[src/core/ipec_pkg.sv]
// Constants, offsets, reset values and types for the interrupt control slice.
// Assumes a single 20 MHz clock domain and an AHB-Lite register port.
// Notes on behaviour
// - Edge select one falling, zero rising.
// - Three edge select bits, cleared at reset.
// - Comparator request sets flag bit 2.
// - I2C one master request sets bit 1.
// - I2C one slave request sets bit 0.
// - Flag reads one once requested, else zero.
// - Priority 1..7, seven highest, zero disables.
// - DMA zero priority in bits 2..0.
// - Unused bits ignore writes, read zero.
package ipec_pkg;

    // Register byte offsets inside the slave window
    localparam logic [7:0] IPEC_OFF_CTL = 8'h00;
    localparam logic [7:0] IPEC_OFF_FLAG = 8'h04;
    localparam logic [7:0] IPEC_OFF_PRIO_A = 8'h08;
    localparam logic [7:0] IPEC_OFF_PRIO_B = 8'h0C;
    localparam logic [7:0] IPEC_OFF_PRIO_C = 8'h10;
    localparam logic [7:0] IPEC_OFF_EVT_STAT = 8'h14;
    localparam logic [7:0] IPEC_OFF_EVT_MASK = 8'h18;

    // Implemented bit masks per register
    localparam logic [15:0] IPEC_CTL_WR_MASK = 16'h8007;
    localparam logic [15:0] IPEC_CTL_RD_MASK = 16'hC007;
    localparam logic [15:0] IPEC_FLAG_MASK = 16'h0007;
    localparam logic [15:0] IPEC_PRIO_A_MASK = 16'h7777;
    localparam logic [15:0] IPEC_PRIO_B_MASK = 16'h0777;
    localparam logic [15:0] IPEC_PRIO_C_MASK = 16'h7777;
    localparam logic [15:0] IPEC_EVT_MASK = 16'h003F;

    // Values after reset
    localparam logic [15:0] IPEC_CTL_RST = 16'h0000;
    localparam logic [15:0] IPEC_FLAG_RST = 16'h0000;
    localparam logic [15:0] IPEC_PRIO_A_RST = 16'h4444;
    localparam logic [15:0] IPEC_PRIO_B_RST = 16'h0444;
    localparam logic [15:0] IPEC_PRIO_C_RST = 16'h4444;
    localparam logic [15:0] IPEC_EVT_RST = 16'h0000;

    // Field positions
    localparam int IPEC_CTL_ALT_BIT = 15;
    localparam int IPEC_CTL_IRQ_DISABLE_INSTR_ACTIVE_BIT = 14;
    localparam int IPEC_FLAG_CMP_BIT = 2;
    localparam int IPEC_FLAG_I2CM_BIT = 1;
    localparam int IPEC_FLAG_I2CS_BIT = 0;
    localparam int IPEC_PRIO_SLOT_W = 4;

    // Counts
    localparam int IPEC_NUM_EXT = 3;
    localparam int IPEC_NUM_EVT = 6;
    localparam int IPEC_NUM_SRC = 11;
    localparam logic [2:0] IPEC_PRIO_OFF = 3'h0;

    // Bus access sequencer, one-hot
    typedef enum logic [2:0] {
        IPEC_ST_IDLE = 3'b001,
        IPEC_ST_ACCESS = 3'b010,
        IPEC_ST_DONE = 3'b100
    } ipec_bus_state_type;

endpackage

[src/core/ipec_ctrl.sv]
// Interrupt control slice: control, flag, priority and event registers on AHB-Lite.
// Assumes one clock MCLK, synchronous reset SRST, and request inputs on MCLK.
//
// Our own choices: the placing of the registers and the AHB-Lite interface to the registers.
`timescale 1ns/1ps
module ipec_ctrl (
    input wire logic MCLK,
    input wire logic SRST,
    input wire logic HSEL,
    input wire logic [31:0] HADDR,
    input wire logic [1:0] HTRANS,
    input wire logic HWRITE,
    input wire logic [2:0] HSIZE,
    input wire logic [31:0] HWDATA,
    input wire logic HREADY,
    output logic [31:0] HRDATA,
    output logic HREADYOUT,
    output logic HRESP,
    input wire logic [ipec_pkg::IPEC_NUM_EXT-1:0] EXT_IRQ_PIN,
    input wire logic CMP_IRQ_REQ,
    input wire logic I2C_ONE_MASTER_REQ,
    input wire logic I2C_ONE_SLAVE_REQ,
    input wire logic [ipec_pkg::IPEC_NUM_SRC-1:0] SRC_REQ,
    input wire logic IRQ_DISABLE_INSTR_ACTIVE,
    output logic ALT_VECTOR_TABLE_SELECT,
    output logic [2:0] CORE_REQ_LEVEL,
    output logic [3:0] CORE_REQ_SOURCE,
    output logic IRQ
);
    import ipec_pkg::*;

    // Pick the 3-bit priority field of one slot from a priority register
    function automatic logic [2:0] prio_slot(input logic [15:0] regval, input int slot);
        prio_slot = regval[slot*IPEC_PRIO_SLOT_W +: 3];
    endfunction

    // Implemented-bit mask for a register offset; unmapped reads as zero
    function automatic logic [15:0] rd_mask_of(input logic [7:0] off);
        logic [15:0] m;
        m = 16'h0000;
        unique case (off)
            IPEC_OFF_CTL: m = IPEC_CTL_RD_MASK;
            IPEC_OFF_FLAG: m = IPEC_FLAG_MASK;
            IPEC_OFF_PRIO_A: m = IPEC_PRIO_A_MASK;
            IPEC_OFF_PRIO_B: m = IPEC_PRIO_B_MASK;
            IPEC_OFF_PRIO_C: m = IPEC_PRIO_C_MASK;
            IPEC_OFF_EVT_STAT: m = IPEC_EVT_MASK;
            IPEC_OFF_EVT_MASK: m = IPEC_EVT_MASK;
            default: m = 16'h0000;
        endcase
        rd_mask_of = m;
    endfunction

    ipec_bus_state_type state_ff;
    ipec_bus_state_type nxt_state;
    logic [7:0] addr_ff;
    logic write_ff;
    logic ready_ff;
    logic [31:0] rdata_ff;
    logic [15:0] ctl_ff;
    logic [15:0] nxt_ctl;
    logic [15:0] flag_ff;
    logic [15:0] nxt_flag;
    logic [15:0] prio_a_ff;
    logic [15:0] prio_b_ff;
    logic [15:0] prio_c_ff;
    logic [15:0] evt_stat_ff;
    logic [15:0] nxt_evt_stat;
    logic [15:0] evt_mask_ff;
    logic irq_ff;
    logic [2:0] lvl_ff;
    logic [3:0] src_ff;
    logic [2:0] nxt_lvl;
    logic [3:0] nxt_src;
    logic [IPEC_NUM_EXT-1:0] ext_edge;
    logic [2:0] prio_all [IPEC_NUM_SRC];

    // Address phase acceptance and the one access cycle that follows
    wire accept = HSEL & HTRANS[1] & HREADY;
    wire do_acc = (state_ff == IPEC_ST_ACCESS);
    wire wr_do = do_acc & write_ff;
    wire rd_do = do_acc & ~write_ff;
    wire [15:0] wdata = HWDATA[15:0];
    wire wr_ctl = wr_do & (addr_ff == IPEC_OFF_CTL);
    wire wr_flag = wr_do & (addr_ff == IPEC_OFF_FLAG);
    wire wr_pa = wr_do & (addr_ff == IPEC_OFF_PRIO_A);
    wire wr_pb = wr_do & (addr_ff == IPEC_OFF_PRIO_B);
    wire wr_pc = wr_do & (addr_ff == IPEC_OFF_PRIO_C);
    wire wr_es = wr_do & (addr_ff == IPEC_OFF_EVT_STAT);
    wire wr_em = wr_do & (addr_ff == IPEC_OFF_EVT_MASK);
    wire [15:0] rd_mask = rd_mask_of(addr_ff);

    // Live view of control: disable-instruction status comes from the core
    wire [15:0] ctl_view = (ctl_ff & IPEC_CTL_WR_MASK)
        | ({15'h0000, IRQ_DISABLE_INSTR_ACTIVE} << IPEC_CTL_IRQ_DISABLE_INSTR_ACTIVE_BIT);

    // Read mux; masking forces every unimplemented bit to zero
    wire [15:0] rd_raw = (addr_ff == IPEC_OFF_CTL) ? ctl_view :
        (addr_ff == IPEC_OFF_FLAG) ? flag_ff :
        (addr_ff == IPEC_OFF_PRIO_A) ? prio_a_ff :
        (addr_ff == IPEC_OFF_PRIO_B) ? prio_b_ff :
        (addr_ff == IPEC_OFF_PRIO_C) ? prio_c_ff :
        (addr_ff == IPEC_OFF_EVT_STAT) ? evt_stat_ff :
        (addr_ff == IPEC_OFF_EVT_MASK) ? evt_mask_ff : 16'h0000;
    wire [31:0] rd_word = {16'h0000, rd_raw & rd_mask};

    // Sequencer: one wait state so a read never races the write before it
    always_comb begin
        nxt_state = state_ff;
        unique case (state_ff)
            IPEC_ST_IDLE: nxt_state = accept ? IPEC_ST_ACCESS : IPEC_ST_IDLE;
            IPEC_ST_ACCESS: nxt_state = IPEC_ST_DONE;
            IPEC_ST_DONE: nxt_state = accept ? IPEC_ST_ACCESS : IPEC_ST_IDLE;
            default: nxt_state = IPEC_ST_IDLE;
        endcase
    end

    // Bus-side registers
    always_ff @(posedge MCLK) begin
        if (SRST) begin
            state_ff <= IPEC_ST_IDLE;
            addr_ff <= 8'h00;
            write_ff <= 1'b0;
            ready_ff <= 1'b1;
            rdata_ff <= 32'h00000000;
        end else begin
            state_ff <= nxt_state;
            ready_ff <= (nxt_state != IPEC_ST_ACCESS);
            if (accept) begin
                addr_ff <= HADDR[7:0];
                write_ff <= HWRITE;
            end
            if (rd_do) begin
                rdata_ff <= rd_word;
            end
        end
    end
    assign HRDATA = rdata_ff;
    assign HREADYOUT = ready_ff;
    assign HRESP = 1'b0;

    // Control: only vector select and edge selects are writable
    assign nxt_ctl = wr_ctl ? (wdata & IPEC_CTL_WR_MASK) : ctl_ff;

    // Flags: hardware set wins over a software write in the same cycle
    assign nxt_flag = ((wr_flag ? wdata : flag_ff)
        | ({13'h0000, CMP_IRQ_REQ, 2'b00})
        | ({14'h0000, I2C_ONE_MASTER_REQ, 1'b0})
        | ({15'h0000, I2C_ONE_SLAVE_REQ})) & IPEC_FLAG_MASK;

    // Event status: edges and flag sources, write one to clear, set wins
    wire [15:0] evt_set = {10'h000, CMP_IRQ_REQ, I2C_ONE_MASTER_REQ, I2C_ONE_SLAVE_REQ,
        ext_edge};
    wire [15:0] evt_clr = wr_es ? wdata : 16'h0000;
    assign nxt_evt_stat = ((evt_stat_ff & ~evt_clr) | evt_set) & IPEC_EVT_MASK;

    // Software-visible registers
    always_ff @(posedge MCLK) begin
        if (SRST) begin
            ctl_ff <= IPEC_CTL_RST;
            flag_ff <= IPEC_FLAG_RST;
            prio_a_ff <= IPEC_PRIO_A_RST;
            prio_b_ff <= IPEC_PRIO_B_RST;
            prio_c_ff <= IPEC_PRIO_C_RST;
            evt_stat_ff <= IPEC_EVT_RST;
            evt_mask_ff <= IPEC_EVT_RST;
        end else begin
            ctl_ff <= nxt_ctl;
            flag_ff <= nxt_flag;
            evt_stat_ff <= nxt_evt_stat;
            if (wr_pa) begin
                prio_a_ff <= wdata & IPEC_PRIO_A_MASK;
            end
            if (wr_pb) begin
                prio_b_ff <= wdata & IPEC_PRIO_B_MASK;
            end
            if (wr_pc) begin
                prio_c_ff <= wdata & IPEC_PRIO_C_MASK;
            end
            if (wr_em) begin
                evt_mask_ff <= wdata & IPEC_EVT_MASK;
            end
        end
    end
    assign ALT_VECTOR_TABLE_SELECT = ctl_ff[IPEC_CTL_ALT_BIT];

    // External pins: synchronised, then edge detected per polarity
    ipec_edge_det u_edge (
        .mclk(MCLK),
        .srst(SRST),
        .pin_in(EXT_IRQ_PIN),
        .pol_falling(ctl_ff[IPEC_NUM_EXT-1:0]),
        .edge_pulse(ext_edge)
    );

    // Source order: DMA0, IC2, OC2, T2, UART1 TX, ADC1, DMA1, T5, INT2, UART2 RX, UART2 TX
    assign prio_all[0] = prio_slot(prio_a_ff, 0);
    assign prio_all[1] = prio_slot(prio_a_ff, 1);
    assign prio_all[2] = prio_slot(prio_a_ff, 2);
    assign prio_all[3] = prio_slot(prio_a_ff, 3);
    assign prio_all[4] = prio_slot(prio_b_ff, 0);
    assign prio_all[5] = prio_slot(prio_b_ff, 1);
    assign prio_all[6] = prio_slot(prio_b_ff, 2);
    assign prio_all[7] = prio_slot(prio_c_ff, 0);
    assign prio_all[8] = prio_slot(prio_c_ff, 1);
    assign prio_all[9] = prio_slot(prio_c_ff, 2);
    assign prio_all[10] = prio_slot(prio_c_ff, 3);

    // Highest level wins; on a tie the lower source index is kept
    always_comb begin
        nxt_lvl = IPEC_PRIO_OFF;
        nxt_src = 4'h0;
        for (int i = 0; i < IPEC_NUM_SRC; i++) begin
            if (SRC_REQ[i] && (prio_all[i] > nxt_lvl)) begin
                nxt_lvl = prio_all[i];
                nxt_src = 4'(i);
            end
        end
    end

    // Registered core request and interrupt line
    always_ff @(posedge MCLK) begin
        if (SRST) begin
            lvl_ff <= IPEC_PRIO_OFF;
            src_ff <= 4'h0;
            irq_ff <= 1'b0;
        end else begin
            lvl_ff <= nxt_lvl;
            src_ff <= nxt_src;
            irq_ff <= |(evt_stat_ff & evt_mask_ff);
        end
    end
    assign CORE_REQ_LEVEL = lvl_ff;
    assign CORE_REQ_SOURCE = src_ff;
    assign IRQ = irq_ff;

    a_ctl_reset_clear: assert property (
        @(posedge MCLK) disable iff (SRST)
        $fell(SRST) |-> (ctl_ff == IPEC_CTL_RST) && !ALT_VECTOR_TABLE_SELECT)
        else $error("control not cleared after reset");
    a_cmp_flag_set: assert property (
        @(posedge MCLK) disable iff (SRST)
        CMP_IRQ_REQ |=> flag_ff[IPEC_FLAG_CMP_BIT])
        else $error("comparator flag not set");
    a_i2cm_flag_set: assert property (
        @(posedge MCLK) disable iff (SRST)
        I2C_ONE_MASTER_REQ |=> flag_ff[IPEC_FLAG_I2CM_BIT])
        else $error("i2c master flag not set");
    a_i2cs_flag_set: assert property (
        @(posedge MCLK) disable iff (SRST)
        I2C_ONE_SLAVE_REQ |=> flag_ff[IPEC_FLAG_I2CS_BIT])
        else $error("i2c slave flag not set");
    a_flag_no_request: assert property (
        @(posedge MCLK) disable iff (SRST)
        (!flag_ff[IPEC_FLAG_CMP_BIT] && !CMP_IRQ_REQ && !wr_flag)
            |=> !flag_ff[IPEC_FLAG_CMP_BIT])
        else $error("comparator flag set without a request");
    a_prio_disabled: assert property (
        @(posedge MCLK) disable iff (SRST)
        (SRC_REQ[0] && (prio_all[0] == IPEC_PRIO_OFF) && (SRC_REQ[IPEC_NUM_SRC-1:1] == '0))
            |=> (CORE_REQ_LEVEL == IPEC_PRIO_OFF))
        else $error("disabled source reached the core");
    a_dma0_field_write: assert property (
        @(posedge MCLK) disable iff (SRST)
        wr_pa |=> (prio_a_ff[2:0] == $past(HWDATA[2:0])))
        else $error("dma zero priority field not written");
    a_unused_read_zero: assert property (
        @(posedge MCLK) disable iff (SRST)
        rd_do |=> ((HRDATA & ~{16'h0000, $past(rd_mask)}) == 32'h00000000) && HREADYOUT)
        else $error("unimplemented bits read non-zero");
    a_alt_vector_write: assert property (
        @(posedge MCLK) disable iff (SRST)
        wr_ctl |=> (ALT_VECTOR_TABLE_SELECT == $past(HWDATA[15])))
        else $error("vector table select not updated");
    a_irq_disable_instr_active_status_read: assert property (
        @(posedge MCLK) disable iff (SRST)
        (rd_do && (addr_ff == IPEC_OFF_CTL))
            |=> (HRDATA[IPEC_CTL_IRQ_DISABLE_INSTR_ACTIVE_BIT] == $past(IRQ_DISABLE_INSTR_ACTIVE)))
        else $error("disable status read wrong");
    a_irq_follows_stat: assert property (
        @(posedge MCLK) disable iff (SRST)
        (|(evt_stat_ff & evt_mask_ff)) |=> IRQ)
        else $error("interrupt line not raised");

    // Bus timing, idle arbitration, clears and the falling interrupt line
    a_ready_one_wait: assert property (
        @(posedge MCLK) disable iff (SRST)
        accept |=> !HREADYOUT ##1 HREADYOUT)
        else $error("ready did not give exactly one wait state");
    a_no_req_idle: assert property (
        @(posedge MCLK) disable iff (SRST)
        (SRC_REQ == '0) |=> (CORE_REQ_LEVEL == IPEC_PRIO_OFF))
        else $error("core request level without any source request");
    a_evt_clear_bit: assert property (
        @(posedge MCLK) disable iff (SRST)
        (wr_es && wdata[0] && !ext_edge[0])
            |=> !evt_stat_ff[0])
        else $error("event status bit not cleared by a one");
    a_flag_write_zero: assert property (
        @(posedge MCLK) disable iff (SRST)
        (wr_flag && !wdata[IPEC_FLAG_CMP_BIT] && !CMP_IRQ_REQ)
            |=> !flag_ff[IPEC_FLAG_CMP_BIT])
        else $error("comparator flag kept after a zero write");
    a_irq_drops: assert property (
        @(posedge MCLK) disable iff (SRST)
        (!(|(evt_stat_ff & evt_mask_ff))) |=> !IRQ)
        else $error("interrupt line high with nothing pending");

endmodule

[src/core/ipec_edge_det.sv]
// Pin synchroniser and polarity-selectable edge detector for external inputs.
// Assumes the pins are asynchronous to mclk; output pulses last one cycle.
`timescale 1ns/1ps
module ipec_edge_det (
    input wire logic mclk,
    input wire logic srst,
    input wire logic [ipec_pkg::IPEC_NUM_EXT-1:0] pin_in,
    input wire logic [ipec_pkg::IPEC_NUM_EXT-1:0] pol_falling,
    output logic [ipec_pkg::IPEC_NUM_EXT-1:0] edge_pulse
);
    import ipec_pkg::*;

    genvar gi;
    generate
        for (gi = 0; gi < IPEC_NUM_EXT; gi++) begin : g_pin
            logic meta_ff;
            logic sync_ff;
            logic prev_ff;
            logic pulse_ff;
            logic hit;

            // Falling edge when the select is one, rising when zero
            assign hit = pol_falling[gi] ? (prev_ff & ~sync_ff) : (~prev_ff & sync_ff);

            // Only sync_ff reads the first stage
            always_ff @(posedge mclk) begin
                if (srst) begin
                    meta_ff <= 1'b0;
                    sync_ff <= 1'b0;
                    prev_ff <= 1'b0;
                    pulse_ff <= 1'b0;
                end else begin
                    meta_ff <= pin_in[gi];
                    sync_ff <= meta_ff;
                    prev_ff <= sync_ff;
                    pulse_ff <= hit;
                end
            end
            assign edge_pulse[gi] = pulse_ff;

            a_rise_edge_seen: assert property (
                @(posedge mclk) disable iff (srst)
                (!pol_falling[gi] && !prev_ff && sync_ff) |=> pulse_ff)
                else $error("rising edge missed with rising polarity");
            a_fall_edge_seen: assert property (
                @(posedge mclk) disable iff (srst)
                (pol_falling[gi] && prev_ff && !sync_ff) |=> pulse_ff)
                else $error("falling edge missed with falling polarity");
        end
    endgenerate

endmodule

[config.mk]
export PLATFORM = sky130hd
export DESIGN_NAME = ipec_ctrl
export DESIGN_NICKNAME = d
export VERILOG_FILES = /design/src/core/ipec_pkg.sv /design/src/core/ipec_ctrl.sv /design/src/core/ipec_edge_det.sv
export SDC_FILE = /design/constraint.sdc
export NUM_CORES = 1
export LEC_CHECK = 0
export ABC_AREA = 1
export BUFFER_PORTS_ARGS = -buffer_cell sky130_fd_sc_hd__buf_4
export CORE_ASPECT_RATIO = 0.75
export CORE_UTILIZATION = 55
export CTS_CLUSTER_DIAMETER = 150
export DETAILED_ROUTE_END_ITERATION = 6
export PLACE_DENSITY = 0.82
export SLEW_MARGIN = 20
export SYNTH_ARGS = -nofsm -noshare
export SYNTH_HDL_FRONTEND = slang
export SYNTH_SLANG_ARGS = --single-unit
[constraint.sdc]
create_clock -name MCLK -period 25.2 [get_ports MCLK]
set_clock_uncertainty 0.1 [all_clocks]
set_input_delay 1.26 -clock MCLK [delete_from_list [all_inputs] [get_ports MCLK]]
set_output_delay 1.26 -clock MCLK [all_outputs]
set_load 0.05 [all_outputs]
==> impl_results.md <==
- Status: finished, final reports clean
- Clock slew at reported path FFs: 0.07 ns
- Max-slew headroom: 27.60%
- GRT Util Overall: 28.62%
- GR peak layer: met2
- Cell area after synthesis: 5097 um^2
- Full die area: 9661 um^2
- Actual slew at the worst max-slew pin: 1.082 ns
- CP Capture Type: flip-flop
- Initial antenna violation count: 0
- CP Max Fanout: 6
- Top post-synthesis cells by area: dfxtp_1 39%, nand2_1 7.9%, a21oi_1 7.8%
- Total number of vias: 4,877
- GP Congestion: 0.8765
- CP max stage delay: 0.30 ns
- Flip-flop and latch count after synthesis: 99
- Final setup fails: 0
- Pin count of the biggest net entering global routing: 40
- Htree depth: 3
- TritonCTS clock tree: built
- Hold depth: 2
- Wire length per cell: 14.89 um
- HP Class: flip-flop to flip-flop
- Dpl hpwl: 9713 um
- RSZ-0062 raised after global routing: false
- Cell area power density: 57.33 nW/um^2
- Num CTS Buffers: 9
- Post-synthesis cell type count: 33
- Critical R2R Launch: prio_a_ff[1]
- Synth Warn #: 0
- Root Driver: clkbuf_16
- IO Count: 135
- Crit path to: CORE_REQ_SOURCE[2]
- Number of hold buffers added after cts: 0
- Drt drc: 0
- Area Growth Syn to Fin: 16.30%
- Clock latency on the worst-skew pair: 0.35 ns
- Die Y: 85.37 um
- Initial Util: 56.58%
- Cell taking the most area after synthesis: dfxtp_1
- Post-CTS setup buffers: 0
- First-pass GRT wire length: 21,670 um
- CP Launch Point: SRC_REQ[0]
- GR met3 Demand/Resource: 6.714%
- CTS Buffer Depth: 2
- R2R cell count: 75
- Diode count: 0
- CP startpoint kind: input port
- Die Wd: 113.2 um
- Layout Cells excl Fill: 878
- Drt first pass iters: 7
- Post-synth top area share: 38.88%
- Met1 Use GR: 38.65%
- Clock Sinks: 99
- Cells after Synth: 700
- Rows: 30
- Routed WL: 13,080 um
- DR vias/cell: 5.555
- Total grt overflow: 0
- WS Path Type: input port to flip-flop
- Seq/Total Area, Yosys: 38.88%
- Resized cells post-CTS: 0
- DRT iter0 DRCs: 475
- Final hold vios: 0
- Met2 usage: 45.57%
- VDD IR max: 0.04315 mV
- Vias in the first global route: 4,598
- Placed inst area: 5620 um^2
- Final ANT Viol Nets: 0
- Placeable Area: 9009 um^2
- Upper clock frequency limit: 78.36 MHz
- Syn_area_per_cell: 7.282 um^2
- Worst Path Required: 25.36 ns
- Post-Layout Inst Area: 5928 um^2
- Critical-path top delay cell: ha_1
- Setup TNS: 0 ns
- Final worst path period need: 12.76 ns
- Part of the cycle the worst path needs: 50.64%
- R2r setup slk: 12.93 ns
- Share of cells above drive strength 1: 17.89%
- Slew Limit Fails: 0
- Placed instance count: 862
- Reg2reg end: CORE_REQ_SOURCE[2]
- Number of nets in the layout: 868
- Critical path arrival: 12.92 ns
- PortBufs: 69
- Leakage: 2.694 nW
- Max cap viols: 0
- Hold Slack: 0.3110 ns
==> final cells by class <==
cell class	instances	area, um^2
fill	772	3080
multi-input combinational	472	2562
sequential	99	1982
timing repair buffer	71	533.0
inverter	108	405.4
clock buffer	10	229.0
tap	112	140.1
clock inverter	6	76.32
==> kinds of logic after synthesis <==
kind of cell | Yosys count | synth area share, %
other | 1 | 0.07357
adders and majority gates | 15 | 3.682
buffers and inverters | 147 | 12.22
DFF | 99 | 38.88
AOI/OAI and AO/OA | 203 | 22.58
and+or+nand+nor | 235 | 22.56
==> flip-flops by register name (all words and copies together) (netlist names), 4 cells and up <==
signal,cells
ctl_ff,4
addr_ff,8
CORE_REQ_SOURCE,4
prio_a_ff,12
evt_mask_ff,6
evt_stat_ff,6
HRDATA,14
prio_c_ff,12
prio_b_ff,9
==> worst max-delay path, delay by kind of cell <==
family,cells,cell delay (ns)
compound gates,17,3.45
fa+ha+maj,10,2.87
buf+inv,10,0.82
simple gates,37,4.51
==> synthesized netlist by cell type, drive strengths merged <==
cell type	n
nand2	131
inv	108
dfxtp	99
a21oi	80
o21ai	73
nor2	49
nand3	40
o211ai	23
buf	20
clkbuf	19
ha	15
o22ai	8
nor3	6
o221ai	5
or2	5
a31oi	4
o21a	4
and2	3
a21boi	2
o32ai	2
a211oi	1
a221oi	1
and3	1
conb	1
==> worst min-delay path by stage <==
stage / slack (ns) / to / start
floorplan: 0.29 / u_edge.g_pin[0].sync_ff / u_edge.g_pin[0].meta_ff
global placement: 0.29 / u_edge.g_pin[2].sync_ff / u_edge.g_pin[2].meta_ff
detailed placement: 0.30 / u_edge.g_pin[2].sync_ff / u_edge.g_pin[2].meta_ff
CTS: 0.31 / u_edge.g_pin[2].sync_ff / u_edge.g_pin[2].meta_ff
global route: 0.32 / u_edge.g_pin[1].sync_ff / u_edge.g_pin[1].meta_ff
finish: 0.31 / u_edge.g_pin[1].sync_ff / u_edge.g_pin[1].meta_ff
==> report_power, final <==
group          total (mW)  switching [mW]  internal, mW
logic              0.0361          0.0253        0.0109
registers           0.160         0.00129         0.159
clock network       0.143          0.0643        0.0790
==> layout by cell type, fill, tap and decap left out, drive strengths merged, types with 4 or more instances in the layout <==
cell,instances
o221ai,5
a31oi,4
buf,71
o21a,4
inv,112
o21ai,73
o211ai,23
nand2,131
nand3,40
nor2,49
ha,15
o22ai,8
nor3,6
conb,19
or2,5
dfxtp,99
clkbuf,10
a21oi,80
==> per-layer routing <==
layer,up-vias,share of wire [%]
met5,-,0
met4,0,1.3
met3,22,8.8
met2,222,46
met1,2238,44
li1,2395,-
==> through the flow <==
| step | utilization (%) | setup WS [ns] | power (mW) |
|---|---|---|---|
| 3_5_place_dp | 62.39 | 12.24 | 0.1991 |
| 2_1_floorplan | - | 13.67 | 0.1894 |
| 4_1_cts | 65.78 | 12.54 | 0.3400 |
| 6_report | 65.81 | 12.44 | 0.3399 |
| 3_3_place_gp | 62.39 | 12.72 | 0.1982 |
| 5_1_grt | 65.81 | 11.47 | 0.3498 |
No activity file was read; power rests on OpenSTA's default activity.
